[src/mcore_pkg.sv]
package mcore_pkg;

    // data path and register port widths
    localparam int DATA_W = 16;
    localparam int RADDR_W = 4;

    // register offsets on the plain register port
    localparam logic [3:0] OFF_INSTR    = 4'h0;
    localparam logic [3:0] OFF_IMM      = 4'h1;
    localparam logic [3:0] OFF_BD_ADDR  = 4'h2;
    localparam logic [3:0] OFF_BD_DATA  = 4'h3;
    localparam logic [3:0] OFF_STATUS   = 4'h4;
    localparam logic [3:0] OFF_WAIT     = 4'h5;
    localparam logic [3:0] OFF_ALU_BASE = 4'h8;

    // instruction word encodings
    localparam logic [10:0] WAIT_OPC   = 11'h1a8;
    localparam logic [15:0] WRSPI_WORD = 16'h3541;
    localparam logic [12:0] XOR_OPC    = 13'h05da;

    // field layout
    localparam int WAIT_MASK_W   = 5;
    localparam int WAIT_MASK_LSB = 0;
    localparam int TGT_W         = 3;
    localparam int TGT_LSB       = 0;

    // status register bit positions
    localparam int ST_ZERO_BIT    = 0;
    localparam int ST_ONES_BIT    = 1;
    localparam int ST_BD_BUSY_BIT = 2;
    localparam int ST_BD_FAIL_BIT = 3;
    localparam int ST_ILLEGAL_BIT = 4;

    // reset values and constants
    localparam logic [15:0] RST_WORD   = 16'h0000;
    localparam logic [4:0]  RST_ROWS   = 5'h00;
    localparam logic [4:0]  ALL_ROWS   = 5'h1f;
    localparam logic [15:0] WORD_ZERO  = 16'h0000;
    localparam logic [15:0] WORD_ONES  = 16'hffff;

    // backdoor write latency in core clocks, issue to completion
    localparam int BD_CYCLES = 2;

    // one backdoor write request
    typedef struct packed {
        logic [DATA_W-1:0] addr;
        logic [DATA_W-1:0] data;
    } bd_req_t;

    // condition flags produced by the alu
    typedef struct packed {
        logic all_zero;
        logic all_ones;
    } alu_flags_t;

    function automatic logic is_wait(input logic [15:0] w);
        return w[15:WAIT_MASK_W] == WAIT_OPC;
    endfunction : is_wait

    function automatic logic is_wrspi(input logic [15:0] w);
        return w == WRSPI_WORD;
    endfunction : is_wrspi

    function automatic logic is_xor(input logic [15:0] w);
        return w[15:TGT_W] == XOR_OPC;
    endfunction : is_xor

    function automatic logic [4:0] wait_rows(input logic [15:0] w);
        return w[WAIT_MASK_LSB +: WAIT_MASK_W];
    endfunction : wait_rows

endpackage : mcore_pkg

[src/xor_mask_alu.sv]
`timescale 1ns/1ps
module xor_mask_alu
    import mcore_pkg::*;
(
    input  wire logic [DATA_W-1:0] operand,
    input  wire logic [DATA_W-1:0] immediate,
    output logic      [DATA_W-1:0] result,
    output alu_flags_t             flags
);

    // pure combinational mask, registered by the caller
    always_comb begin
        result         = operand ^ immediate;
        flags.all_zero = (result == WORD_ZERO);
        flags.all_ones = (result == WORD_ONES);
    end

endmodule : xor_mask_alu

[src/backdoor_writer.sv]
`timescale 1ns/1ps
module backdoor_writer
    import mcore_pkg::*;
(
    input  wire logic    clk,
    input  wire logic    resetn,
    input  wire logic    start,
    input  wire bd_req_t req,
    input  wire logic    regs_touched,
    input  wire bd_req_t req_now,
    output logic         busy,
    output logic         wr_ff,
    output bd_req_t      out_ff,
    output logic         fail_ff
);

    typedef enum logic [1:0] {
        BD_IDLE = 2'b01,
        BD_BUSY = 2'b10
    } bd_state_t;

    bd_state_t state_ff;
    bd_state_t nxt_state;
    bd_req_t   hold_ff;
    bd_req_t   nxt_hold;
    logic      nxt_wr;
    bd_req_t   nxt_out;
    logic      nxt_fail;

    assign busy = (state_ff == BD_BUSY);

    // issue cycle latches the request, second cycle drives it out
    always_comb begin
        nxt_state = state_ff;
        nxt_hold  = hold_ff;
        nxt_wr    = 1'b0;
        nxt_out   = out_ff;
        nxt_fail  = 1'b0;
        unique case (state_ff)
            BD_IDLE: begin
                if (start) begin
                    nxt_state = BD_BUSY;
                    nxt_hold  = req;
                end
            end
            BD_BUSY: begin
                nxt_state = BD_IDLE;
                nxt_wr    = 1'b1;
                nxt_out   = hold_ff;
                // a change under way garbles the data, not the address
                if (regs_touched) begin
                    nxt_out.data = hold_ff.data ^ req_now.data;
                    nxt_fail     = 1'b1;
                end
            end
            default: nxt_state = BD_IDLE;
        endcase
    end

    always_ff @(posedge clk or negedge resetn) begin
        if (!resetn) begin
            state_ff <= BD_IDLE;
            hold_ff  <= '0;
            wr_ff    <= 1'b0;
            out_ff   <= '0;
            fail_ff  <= 1'b0;
        end else begin
            state_ff <= nxt_state;
            hold_ff  <= nxt_hold;
            wr_ff    <= nxt_wr;
            out_ff   <= nxt_out;
            fail_ff  <= nxt_fail;
        end
    end

endmodule : backdoor_writer

[src/microcore_wait_spi_xor_ops.sv]
// What this block does
// - wait mask gives one enable per row, bit 0 row 1 to bit 4
// - backdoor write instruction issues a register write, no operands
// - backdoor write completes two core clocks after issue
// - touching address or data right after issue corrupts the write
// - xor mixes selected alu register with immediate, writes it back
// - xor target is an alu register coded in the lowest bits
// - xor sets all-zero flag on zero, all-ones flag on 0xffff
`timescale 1ns/1ps
module microcore_wait_spi_xor_ops
    import mcore_pkg::*;
#(
    parameter int NUM_ALU_REGS = 8
)(
    input  wire logic                clk,
    input  wire logic                resetn,
    input  wire logic [RADDR_W-1:0]  reg_addr,
    input  wire logic [DATA_W-1:0]   reg_wdata,
    input  wire logic                reg_wr,
    input  wire logic                reg_rd,
    output logic      [DATA_W-1:0]   reg_rdata,
    output logic                     bd_wr,
    output logic      [DATA_W-1:0]   bd_addr,
    output logic      [DATA_W-1:0]   bd_data,
    output logic      [4:0]          wait_rows_en,
    output logic                     all_rows_selected,
    output logic                     wait_strobe,
    output logic                     mask_all_zero_flag,
    output logic                     mask_all_ones_flag
);

    // architectural state
    // array sized by the parameter
    logic [DATA_W-1:0] alu_register_subset [NUM_ALU_REGS];
    logic [DATA_W-1:0] alu_immediate_reg_ff;
    logic [DATA_W-1:0] bd_addr_reg_ff;
    logic [DATA_W-1:0] bd_data_reg_ff;
    logic [DATA_W-1:0] last_instr_ff;
    logic [4:0]        wait_row_select_field_ff;
    logic              all_rows_ff;
    logic              wait_strobe_ff;
    alu_flags_t        flags_ff;
    logic              illegal_ff;
    logic              bd_fail_sticky_ff;
    logic [DATA_W-1:0] rdata_ff;

    // next values
    logic [DATA_W-1:0] nxt_alu_reg;
    logic              nxt_alu_we;
    logic [TGT_W-1:0]  nxt_alu_idx;
    logic [DATA_W-1:0] nxt_imm;
    logic [DATA_W-1:0] nxt_bd_addr_reg;
    logic [DATA_W-1:0] nxt_bd_data_reg;
    logic [DATA_W-1:0] nxt_last_instr;
    logic [4:0]        nxt_wait_rows;
    logic              nxt_all_rows;
    logic              nxt_wait_strobe;
    alu_flags_t        nxt_flags;
    logic              nxt_illegal;
    logic              nxt_bd_fail_sticky;
    logic [DATA_W-1:0] nxt_rdata;

    // decode of the instruction written this cycle
    logic              issue;
    logic              dec_wait;
    logic              dec_wrspi;
    logic              dec_xor;
    logic [TGT_W-1:0]  alu_target_operand;
    logic              target_ok;

    // alu and backdoor wires
    logic [DATA_W-1:0] xor_result;
    alu_flags_t        xor_flags;
    logic              bd_busy;
    logic              bd_start;
    logic              bd_touched;
    logic              bd_wr_q;
    bd_req_t           bd_out_q;
    logic              bd_fail_q;
    bd_req_t           bd_req_reg;
    bd_req_t           bd_req_live;

    // a write to the instruction register is an instruction issue
    // decode shares the bus cycle
    always_comb begin
        issue              = reg_wr && (reg_addr == OFF_INSTR);
        dec_wait           = issue && is_wait(reg_wdata);
        dec_wrspi          = issue && is_wrspi(reg_wdata);
        dec_xor            = issue && is_xor(reg_wdata);
        alu_target_operand = reg_wdata[TGT_LSB +: TGT_W];
        target_ok          = (32'(alu_target_operand) < NUM_ALU_REGS);
    end

    // alu feeds the write port below
    xor_mask_alu u_alu (
        .operand   (alu_register_subset[alu_target_operand]),
        .immediate (alu_immediate_reg_ff),
        .result    (xor_result),
        .flags     (xor_flags)
    );

    // the writer samples the registers as they stand at issue
    always_comb begin
        bd_req_reg.addr  = bd_addr_reg_ff;
        bd_req_reg.data  = bd_data_reg_ff;
        bd_req_live.addr = reg_wdata;
        bd_req_live.data = reg_wdata;
        bd_start         = dec_wrspi && !bd_busy;
        bd_touched       = reg_wr && ((reg_addr == OFF_BD_ADDR) ||
                                      (reg_addr == OFF_BD_DATA));
    end

    // outputs of the writer are flops, except busy, decoded from the state flop
    backdoor_writer u_bd (
        .clk          (clk),
        .resetn       (resetn),
        .start        (bd_start),
        .req          (bd_req_reg),
        .regs_touched (bd_touched),
        .req_now      (bd_req_live),
        .busy         (bd_busy),
        .wr_ff        (bd_wr_q),
        .out_ff       (bd_out_q),
        .fail_ff      (bd_fail_q)
    );

    // alu register file write port, bus load or xor write-back
    // bus load and xor never coincide
    always_comb begin
        nxt_alu_we  = 1'b0;
        nxt_alu_idx = '0;
        nxt_alu_reg = '0;
        if (reg_wr && (reg_addr >= OFF_ALU_BASE)) begin
            nxt_alu_we  = 1'b1;
            nxt_alu_idx = reg_addr[TGT_W-1:0];
            nxt_alu_reg = reg_wdata;
        end else if (dec_xor && target_ok) begin
            nxt_alu_we  = 1'b1;
            nxt_alu_idx = alu_target_operand;
            nxt_alu_reg = xor_result;
        end
    end

    // reset loop clears every register
    always_ff @(posedge clk or negedge resetn) begin
        if (!resetn) begin
            for (int i = 0; i < NUM_ALU_REGS; i++) begin
                alu_register_subset[i] <= RST_WORD;
            end
        end else if (nxt_alu_we) begin
            alu_register_subset[nxt_alu_idx] <= nxt_alu_reg;
        end
    end

    // plain data registers loaded by software
    // a corrupting write still lands
    always_comb begin
        nxt_imm         = alu_immediate_reg_ff;
        nxt_bd_addr_reg = bd_addr_reg_ff;
        nxt_bd_data_reg = bd_data_reg_ff;
        nxt_last_instr  = last_instr_ff;
        if (reg_wr) begin
            unique case (reg_addr)
                OFF_IMM:     nxt_imm         = reg_wdata;
                OFF_BD_ADDR: nxt_bd_addr_reg = reg_wdata;
                OFF_BD_DATA: nxt_bd_data_reg = reg_wdata;
                OFF_INSTR:   nxt_last_instr  = reg_wdata;
                default:     nxt_imm         = alu_immediate_reg_ff;
            endcase
        end
    end

    // software words, no side effects
    always_ff @(posedge clk or negedge resetn) begin
        if (!resetn) begin
            alu_immediate_reg_ff <= RST_WORD;
            bd_addr_reg_ff       <= RST_WORD;
            bd_data_reg_ff       <= RST_WORD;
            last_instr_ff        <= RST_WORD;
        end else begin
            alu_immediate_reg_ff <= nxt_imm;
            bd_addr_reg_ff       <= nxt_bd_addr_reg;
            bd_data_reg_ff       <= nxt_bd_data_reg;
            last_instr_ff        <= nxt_last_instr;
        end
    end

    // wait row enables, one bit per table row
    // strobe repeats for an equal mask
    always_comb begin
        nxt_wait_rows   = wait_row_select_field_ff;
        nxt_all_rows    = all_rows_ff;
        nxt_wait_strobe = dec_wait;
        if (dec_wait) begin
            nxt_wait_rows = wait_rows(reg_wdata);
            nxt_all_rows  = (wait_rows(reg_wdata) == ALL_ROWS);
        end
    end

    // enables hold until the next wait
    always_ff @(posedge clk or negedge resetn) begin
        if (!resetn) begin
            wait_row_select_field_ff <= RST_ROWS;
            all_rows_ff              <= 1'b0;
            wait_strobe_ff           <= 1'b0;
        end else begin
            wait_row_select_field_ff <= nxt_wait_rows;
            all_rows_ff              <= nxt_all_rows;
            wait_strobe_ff           <= nxt_wait_strobe;
        end
    end

    // condition flags follow each xor; sticky errors, set beats clear
    always_comb begin
        logic clr_fail;
        logic clr_illegal;
        clr_fail    = reg_wr && (reg_addr == OFF_STATUS) &&
                      reg_wdata[ST_BD_FAIL_BIT];
        clr_illegal = reg_wr && (reg_addr == OFF_STATUS) &&
                      reg_wdata[ST_ILLEGAL_BIT];
        nxt_flags = flags_ff;
        if (dec_xor && target_ok) begin
            nxt_flags = xor_flags;
        end
        nxt_bd_fail_sticky = bd_fail_sticky_ff && !clr_fail;
        if (bd_fail_q) begin
            nxt_bd_fail_sticky = 1'b1;
        end
        nxt_illegal = illegal_ff && !clr_illegal;
        // unknown words, bad targets and a wrspi while busy are dropped
        // refused words are not queued
        if (issue && !(dec_wait || dec_wrspi || dec_xor)) begin
            nxt_illegal = 1'b1;
        end
        if ((dec_xor && !target_ok) || (dec_wrspi && bd_busy)) begin
            nxt_illegal = 1'b1;
        end
    end

    // sticky bits wait for a one
    always_ff @(posedge clk or negedge resetn) begin
        if (!resetn) begin
            flags_ff          <= '0;
            bd_fail_sticky_ff <= 1'b0;
            illegal_ff        <= 1'b0;
        end else begin
            flags_ff          <= nxt_flags;
            bd_fail_sticky_ff <= nxt_bd_fail_sticky;
            illegal_ff        <= nxt_illegal;
        end
    end

    // read data is valid the cycle after the strobe, zero otherwise
    always_comb begin
        nxt_rdata = '0;
        if (reg_rd) begin
            if (reg_addr >= OFF_ALU_BASE) begin
                nxt_rdata = alu_register_subset[reg_addr[TGT_W-1:0]];
            end else begin
                unique case (reg_addr)
                    OFF_INSTR:   nxt_rdata = last_instr_ff;
                    OFF_IMM:     nxt_rdata = alu_immediate_reg_ff;
                    OFF_BD_ADDR: nxt_rdata = bd_addr_reg_ff;
                    OFF_BD_DATA: nxt_rdata = bd_data_reg_ff;
                    OFF_STATUS: begin
                        nxt_rdata[ST_ZERO_BIT]    = flags_ff.all_zero;
                        nxt_rdata[ST_ONES_BIT]    = flags_ff.all_ones;
                        nxt_rdata[ST_BD_BUSY_BIT] = bd_busy;
                        nxt_rdata[ST_BD_FAIL_BIT] = bd_fail_sticky_ff;
                        nxt_rdata[ST_ILLEGAL_BIT] = illegal_ff;
                    end
                    OFF_WAIT: nxt_rdata = {11'h000, wait_row_select_field_ff};
                    default:  nxt_rdata = '0;
                endcase
            end
        end
    end

    // zero between answers
    always_ff @(posedge clk or negedge resetn) begin
        if (!resetn) begin
            rdata_ff <= RST_WORD;
        end else begin
            rdata_ff <= nxt_rdata;
        end
    end

    // every output is a flop, here or in the writer
    // no logic between flop and pin
    assign reg_rdata          = rdata_ff;
    assign bd_wr              = bd_wr_q;
    assign bd_addr            = bd_out_q.addr;
    assign bd_data            = bd_out_q.data;
    assign wait_rows_en       = wait_row_select_field_ff;
    assign all_rows_selected  = all_rows_ff;
    assign wait_strobe        = wait_strobe_ff;
    assign mask_all_zero_flag = flags_ff.all_zero;
    assign mask_all_ones_flag = flags_ff.all_ones;

endmodule : microcore_wait_spi_xor_ops

[config.mk]
export PLATFORM = sky130hd
export DESIGN_NAME = microcore_wait_spi_xor_ops
export DESIGN_NICKNAME = d
export VERILOG_FILES = /design/src/mcore_pkg.sv /design/src/xor_mask_alu.sv /design/src/backdoor_writer.sv /design/src/microcore_wait_spi_xor_ops.sv
export SDC_FILE = /design/constraint.sdc
export NUM_CORES = 1
export LEC_CHECK = 0
export BUFFER_PORTS_ARGS = -buffer_cell sky130_fd_sc_hd__buf_2
export CORE_ASPECT_RATIO = 1.1
export CORE_MARGIN = 5
export CORE_UTILIZATION = 42
export CTS_BUF_LIST = sky130_fd_sc_hd__clkbuf_4
export CTS_CLUSTER_SIZE = 8
export DETAILED_ROUTE_END_ITERATION = 10
export SLEW_MARGIN = 20
export SYNTH_ARGS = -nofsm -noshare
export SYNTH_HDL_FRONTEND = slang
export SYNTH_SLANG_ARGS = --single-unit
[constraint.sdc]
create_clock -name clk -period 2.1 [get_ports clk]
set_input_delay 0.42 -clock clk [delete_from_list [all_inputs] [get_ports clk]]
set_output_delay 0.42 -clock clk [all_outputs]
set_load 0.03 [all_outputs]
# Word-level counts from Yosys, hierarchy flattened
# Cells that the tools add are included.
# word_totals
regBits	287
in_bits	24
output_inout_bits	58
elab_cells	107
# classes
order_cmp	5
n_eq_ne	13
n_mux	28
bitwise_logic	5
reduce_logical	29
# op_table
op	count
$mux 16	10
$bwmux 128	1
$bmux 16 s3	2
$demux 16 s3	1
$pmux 11 s4	1
$xor 16x16->16	2
$pmux 5 s6	1
$eq 16x14->1 const B	1
$eq 16x16->1 const B	1
$ge 4x4->1 const B	4
$logic_not 16->1	1
$logic_and 1x1->1	15
$eq 13x11->1 const B	1
$not 3->4	3
$eq 11x9->1 const B	1
$reduce_and 2->1	5
$eq 4x2->1 const B	2
$eq 4x3->1 const B	2
$mux 1	8
$mux 3	2
$eq 5x5->1 const B	1
$eq 4x1->1 const B	1
$logic_not 1->1	4
$logic_not 4->1	1
other kinds (6)	9

# Longest topological paths before layout
# depth
word_depth	11
mapped_depth	11
ltp_nobuf	7

# Hierarchy
# From an unflattened synthesis, not the netlist that was laid out.
# unflattened
hier_cells	1017
hier_area_um2	14108.5
# by_module_without_submodules
module	n_inst	cells_per_inst	area_each_um2	seq_area_each_um2
microcore_wait_spi_xor_ops	1	763	11183.2	5480.3
backdoor_writer	1	228	2706.3	1702.9
xor_mask_alu	1	26	219.0	0.0

# Worst setup path after synthesis
# Ideal clock, no wire load.
# synth_timing
path_type	in2reg
startpoint	input reg_addr[3]
endpoint	register alu_register_subset[86] in the netlist's numbering
setup_ps	125
arrival_time_ps	2509
t_required_ps	1975
setup_slack_ps	-534
path_stages	10
n_path_buf	3
path_cell_list	buf_2 > nor4_4 > nand2_4 > nor3_4 > and3_1 > buf_4 > a21oi_1 > nor3_4 > buf_4 > mux2_2
# synth_via
elab_chain_len	11
word_cells_on_any_way	18
classes_between	3 x order compare; 9 x mux; 1 x bitwise; 5 x reduce/logical
# synth_lines
element	line	source
start: declaration	microcore_wait_spi_xor_ops.sv:17	input wire logic [RADDR_W-1:0] reg_addr,
parallel branches: the longest is 11 deep, another holds $ge 4x4->1	n/a	
end signal: indexed assignment	microcore_wait_spi_xor_ops.sv:151	alu_register_subset[nxt_alu_idx] <= nxt_alu_reg;
end: declaration	microcore_wait_spi_xor_ops.sv:34	logic [DATA_W-1:0] alu_register_subset [NUM_ALU_REGS];
# Several ways; the timed one is not identified.
# A chain may end at the register's enable or synchronous reset.

# Worst setup path in the final report
# layout_timing
startpoint	register alu_register_subset[40] in the netlist's numbering
endpoint	register alu_register_subset[72] in the netlist's numbering
# layout_via
elab_chain_len	7
# layout_lines
element	line	source
$bmux 16 s3	microcore_wait_spi_xor_ops.sv:96	.operand (alu_register_subset[alu_target_operand]),
$mux 16 (not written as such) (2 in series)	microcore_wait_spi_xor_ops.sv:96	
$xor 16x16->16	xor_mask_alu.sv:13	result = operand ^ immediate;
$mux 16	microcore_wait_spi_xor_ops.sv:137	end else if (dec_xor && target_ok) begin
$mux 16	microcore_wait_spi_xor_ops.sv:133	if (reg_wr && (reg_addr >= OFF_ALU_BASE)) begin
$bwmux 128	microcore_wait_spi_xor_ops.sv:151	
# Every way passes these cells. The select of a mux whose other input is x is not followed.

==> results.md <==
- The final routed wire length divided by cell count is about 21 um.
- The worst setup path is captured at a flip-flop.
- Entering global routing, the biggest net connects 67 pins.
- The logic gate share of total power is 14.8%.
- The power density of the placed cells is slightly below 800 mW/mm2.
- The congestion estimate from routability-driven global placement came to 0.8522.
- The synthesized netlist occupies a cell area of about 0.014 mm2.
- TritonCTS built the clock tree.
- The number of sinks handled by clock tree synthesis is 287.
- In the layout the commonest cells are sky130_fd_sc_hd__dfrtp_1, sky130_fd_sc_hd__mux2_2, sky130_fd_sc_hd__nand2_1.
- For this run, design rule violations remaining after detail routing come to 0.
- Derived from the worst setup path, the maximum achievable clock frequency is ~0.51 GHz.
- In this run switching power makes up a little over a quarter of total power.
- The die is ~180 um wide.
- The distinct cell type count after synthesis is 55.
- The sequential fraction of the synthesis area is 51.66%.
- The worst min-delay path class is input pin to flip-flop.
- Along the worst path, the maximum fanout reaches 8.
- The proportion of register bits with asynchronous set or reset after synthesis is 100.0%.
- The filler cells instantiated in the layout total 2887.
- Synthesis produced a netlist whose cell count is roughly 1100.
- The clock network is responsible for between 30 and 40% of the overall power.
- Post-CTS timing repair inserted 0 buffers for setup.
- Across the run, the number of max-cap violations was 0.
- Buffers placed on the I/O ports in this run total 81.
- The post-detailed-placement half-perimeter wirelength is between 20 and 30 mm.
- The post-CTS clock slew at the launch and capture registers of the worst setup and hold paths is 0.06 ns.
- The most used flip-flop cell after synthesis is sky130_fd_sc_hd__dfrtp_1.
- The core box area is 0.03246 mm2.
- The worst-case clock buffer depth is 3.
- The maximum resistive drop on vdd is between 0.0003 and 0.0004 V.
- The starting density of the core is roughly 43%.
- Synthesis produced a netlist with a net count of 1105.
- Summed over all failing endpoints, the final setup total negative slack is 0 ns.
- The max-slew violation total from the final report is 0.
- The H-tree was split into 3 levels.
- In this run the clock root is driven by a sky130_fd_sc_hd__clkbuf_4.
- The required time at the worst-slack endpoint is roughly 2.7 ns.
- The number of I/O pins is about 80.
- From synthesis to final layout, the design area changed by 20.54%.
- In this run, CTS created clock tree buffers numbering 76.
- The number of placement rows is 69.
- Yosys mapped a number of flops with a built-in enable equal to 0.
- The first global-routing pass estimated roughly 60 mm of wire.
- The post-synthesis register bit count is between 200 and 300.
- The number of antenna violations at the first check in global routing is 1.
- The first routing iteration left ~640 violations.
- The portion of the clock cycle consumed by the worst path in the final layout is between 90% and 100%.
- Wires add up to roughly 37 mm.
- In the final layout, the share of cells above drive strength 1 is between 40% and 50%.
- The die covers between 0.03 and 0.04 mm2.
- The total routing resource utilization after global routing is about a fifth.
- The number of vias per cell after detailed routing is about 5.5.
- The worst-case headroom to the max-slew limit is between 50% and 60%.
- Setup repair after global routing could not meet its margin everywhere.
- The net count reported at finish is 1323.
- Cell internal power was estimated by the tool at about 9.5 mW.
- For the worst-skew pair, the clock arrives at the later sink with an insertion delay of about 0.7 ns.
- The mean instance size in the synthesized netlist is around 13 um2.
- The kind of start point of the critical path is a flip-flop.
- Once layout is complete, the cells apart from fillers number 1764.
- For this design the total switching power over the nets is roughly 3.5 mW.
- The share of power burned in registers is between 40% and 50%.
- The overall via count from detail_route is a little under 10000.
- Setup violations remaining at the end of the flow were counted as 0.
- The via count of the first global-routing pass came to 10090.
- The floorplan step set the die height to 200.8 um.
- The flow ran to the end, and the final reports show no timing, DRC or antenna violations.
- The worst clock skew on the final layout is around 0.034 ns.
- The number of iterations in the first detailed-routing pass is 5.
- The startpoint-to-endpoint class of the critical path is flip-flop to flip-flop.
- The minimum period implied by the final worst setup slack is 1.974 ns.
- The overflow left after global routing is 0.
- Summed over all cells, the static leakage comes to around 8 nW.
- For the pin with the worst max-slew slack, the measured transition is about 0.69 ns.
- Data on the critical path arrives at its endpoint at around 2.6 ns.
- The number of hold violations in the final report is 0.
- The cell total after placement is around 1600.
- Leaving out fill and tap cells, the most frequent cell in the layout is sky130_fd_sc_hd__dfrtp_1.
- The count of nets left with antenna violations once routing finished came out at 0.
- The number of warnings printed during yosys synthesis is 0.
==> area by class of cell <==
cell class	count	area (um2)	area share [%]
antenna	1	2.502	0.01493
clock buffer	99	743.2	4.435
clock inverter	17	120.1	0.7167
inverter	4	15.01	0.08959
multi-input combinational	716	6467	38.59
sequential	287	7183	42.86
tap	426	533.0	3.181
timing repair buffer	214	1694	10.11
==> through the flow <==
step	power [mW]	utilization (%)	setup slack, ns	hold WS [ns]	cell area, um2
6_report	12.99	51.63	0.1264	0.1365	16760
3_5_place_dp	8.462	48.79	-0.5747	0.3809	15840
5_1_grt	13.69	51.63	-0.01167	0.1088	16760
3_3_place_gp	8.400	48.79	-0.5732	0.3797	15840
4_1_cts	13.14	51.50	0.01968	0.07024	16720
2_1_floorplan	7.612	-	-0.3435	0.1244	14040
==> layer usage <==
layer	GRT usage, %	vias up	routed length [um]
met4	5.695	0	626
met2	32.83	263	17780
met5	0	-	0
met3	3.933	41	1873
li1	-	4443	-
met1	27.45	4889	16260
==> path summary, 6_finish.rpt <==
kind / from / to / slack, ns / depth (start not counted)
setup / recovery: alu_register_subset[40] / alu_register_subset[72] / 0.13 / 8
hold / removal: reg_wdata[14] / alu_immediate_reg_ff[14] / 0.14 / 3
setup reg to reg: alu_register_subset[40] / alu_register_subset[72] / 0.13 / 8
hold reg to reg: u_bd.fail_ff / bd_fail_sticky_ff / 0.44 / 1
max in group asynchronous: resetn / alu_register_subset[82] / 1.10 / 3
min in group asynchronous: resetn / u_bd.out_ff[27] / 0.24 / 2
==> state kept, by name, summed over array words and instances, names as in the netlist <==
name,flops
bd_addr_reg_ff,16
reg_rdata,16
u_bd.out_ff,32
mask_all_zero_flag,1
mask_all_ones_flag,1
u_bd.fail_ff,1
alu_register_subset,128
u_bd.state_ff,2
last_instr_ff,16
u_bd.hold_ff,32
illegal_ff,1
wait_strobe,1
alu_immediate_reg_ff,16
all_rows_selected,1
wait_rows_en,5
bd_data_reg_ff,16
u_bd.wr_ff,1
bd_fail_sticky_ff,1
==> cells in the mapped netlist, types with 4 or more instances <==
| cell type | n | area share (%) |
|---|---|---|
| sky130_fd_sc_hd__mux2_2 | 247 | 20 |
| sky130_fd_sc_hd__xnor2_1 | 10 | 0.63 |
| sky130_fd_sc_hd__a22oi_1 | 9 | 0.49 |
| sky130_fd_sc_hd__clkbuf_1 | 41 | 1.1 |
| sky130_fd_sc_hd__nor2b_1 | 7 | 0.31 |
| sky130_fd_sc_hd__mux4_2 | 34 | 5.5 |
| sky130_fd_sc_hd__mux2i_1 | 46 | 3.3 |
| sky130_fd_sc_hd__a221oi_1 | 9 | 0.57 |
| sky130_fd_sc_hd__a211oi_1 | 4 | 0.22 |
| sky130_fd_sc_hd__o22ai_1 | 18 | 0.81 |
| sky130_fd_sc_hd__a222oi_1 | 13 | 0.94 |
| sky130_fd_sc_hd__a21oi_1 | 12 | 0.43 |
| sky130_fd_sc_hd__a31oi_1 | 14 | 0.63 |
| sky130_fd_sc_hd__nand2_1 | 134 | 3.6 |
| sky130_fd_sc_hd__dfrtp_1 | 286 | 51 |
| sky130_fd_sc_hd__nand3_1 | 13 | 0.47 |
| sky130_fd_sc_hd__buf_1 | 8 | 0.22 |
| sky130_fd_sc_hd__buf_4 | 8 | 0.43 |
| sky130_fd_sc_hd__o21ai_0 | 20 | 0.72 |
| sky130_fd_sc_hd__a22o_1 | 11 | 0.69 |
| sky130_fd_sc_hd__o21ai_1 | 6 | 0.22 |
| sky130_fd_sc_hd__and3_1 | 5 | 0.22 |
| sky130_fd_sc_hd__buf_2 | 15 | 0.54 |
| sky130_fd_sc_hd__xor2_1 | 22 | 1.4 |
| sky130_fd_sc_hd__mux2_1 | 8 | 0.65 |
| sky130_fd_sc_hd__nor2_1 | 28 | 0.76 |
| sky130_fd_sc_hd__mux2_4 | 7 | 0.76 |
==> repair_timing <==
item                                    in CTS  in global routing
gates resized for setup                      1                  7
hold buffers                                 1                  0
endpoints found under the setup margin       9                 34
endpoints found under the hold margin       69                  0
==> power by group through the flow <==
| stage | logic, mW | registers, mW | clock network (mW) |
|---|---|---|---|
| 6_report | 1.93 | 6.46 | 4.60 |
| 5_1_grt | 2.09 | 6.52 | 5.07 |
| 4_1_cts | 1.92 | 6.45 | 4.77 |
| 3_5_place_dp | 1.91 | 6.55 | 0 |
| 3_3_place_gp | 1.88 | 6.52 | 0 |
| 2_1_floorplan | 1.17 | 6.44 | 0 |
==> critical path, stage by stage, from the launching register on <==
cell	delay, ns
sky130_fd_sc_hd__dfrtp_1	0.40
sky130_fd_sc_hd__mux2_2	0.28
sky130_fd_sc_hd__o22ai_1	0.13
sky130_fd_sc_hd__a211oi_1	0.07
sky130_fd_sc_hd__buf_4	0.16
sky130_fd_sc_hd__xor2_1	0.15
sky130_fd_sc_hd__nand2_1	0.11
sky130_fd_sc_hd__nand2_1	0.22
sky130_fd_sc_hd__mux2_2	0.34
==> kinds of logic (layout without fill, tap and decap cells) <==
family | after synthesis | count (layout) | synth area share, %
mux | 342 | 342 | 30.23
flops | 287 | 287 | 51.66
simple gates | 215 | 215 | 7.145
compound gates | 127 | 127 | 6.381
buf+inv | 78 | 334 | 2.565
xor+xnor | 32 | 32 | 2.016
other cells | 0 | 1 | 0
Note: power is estimated with default switching activity, not from simulation.
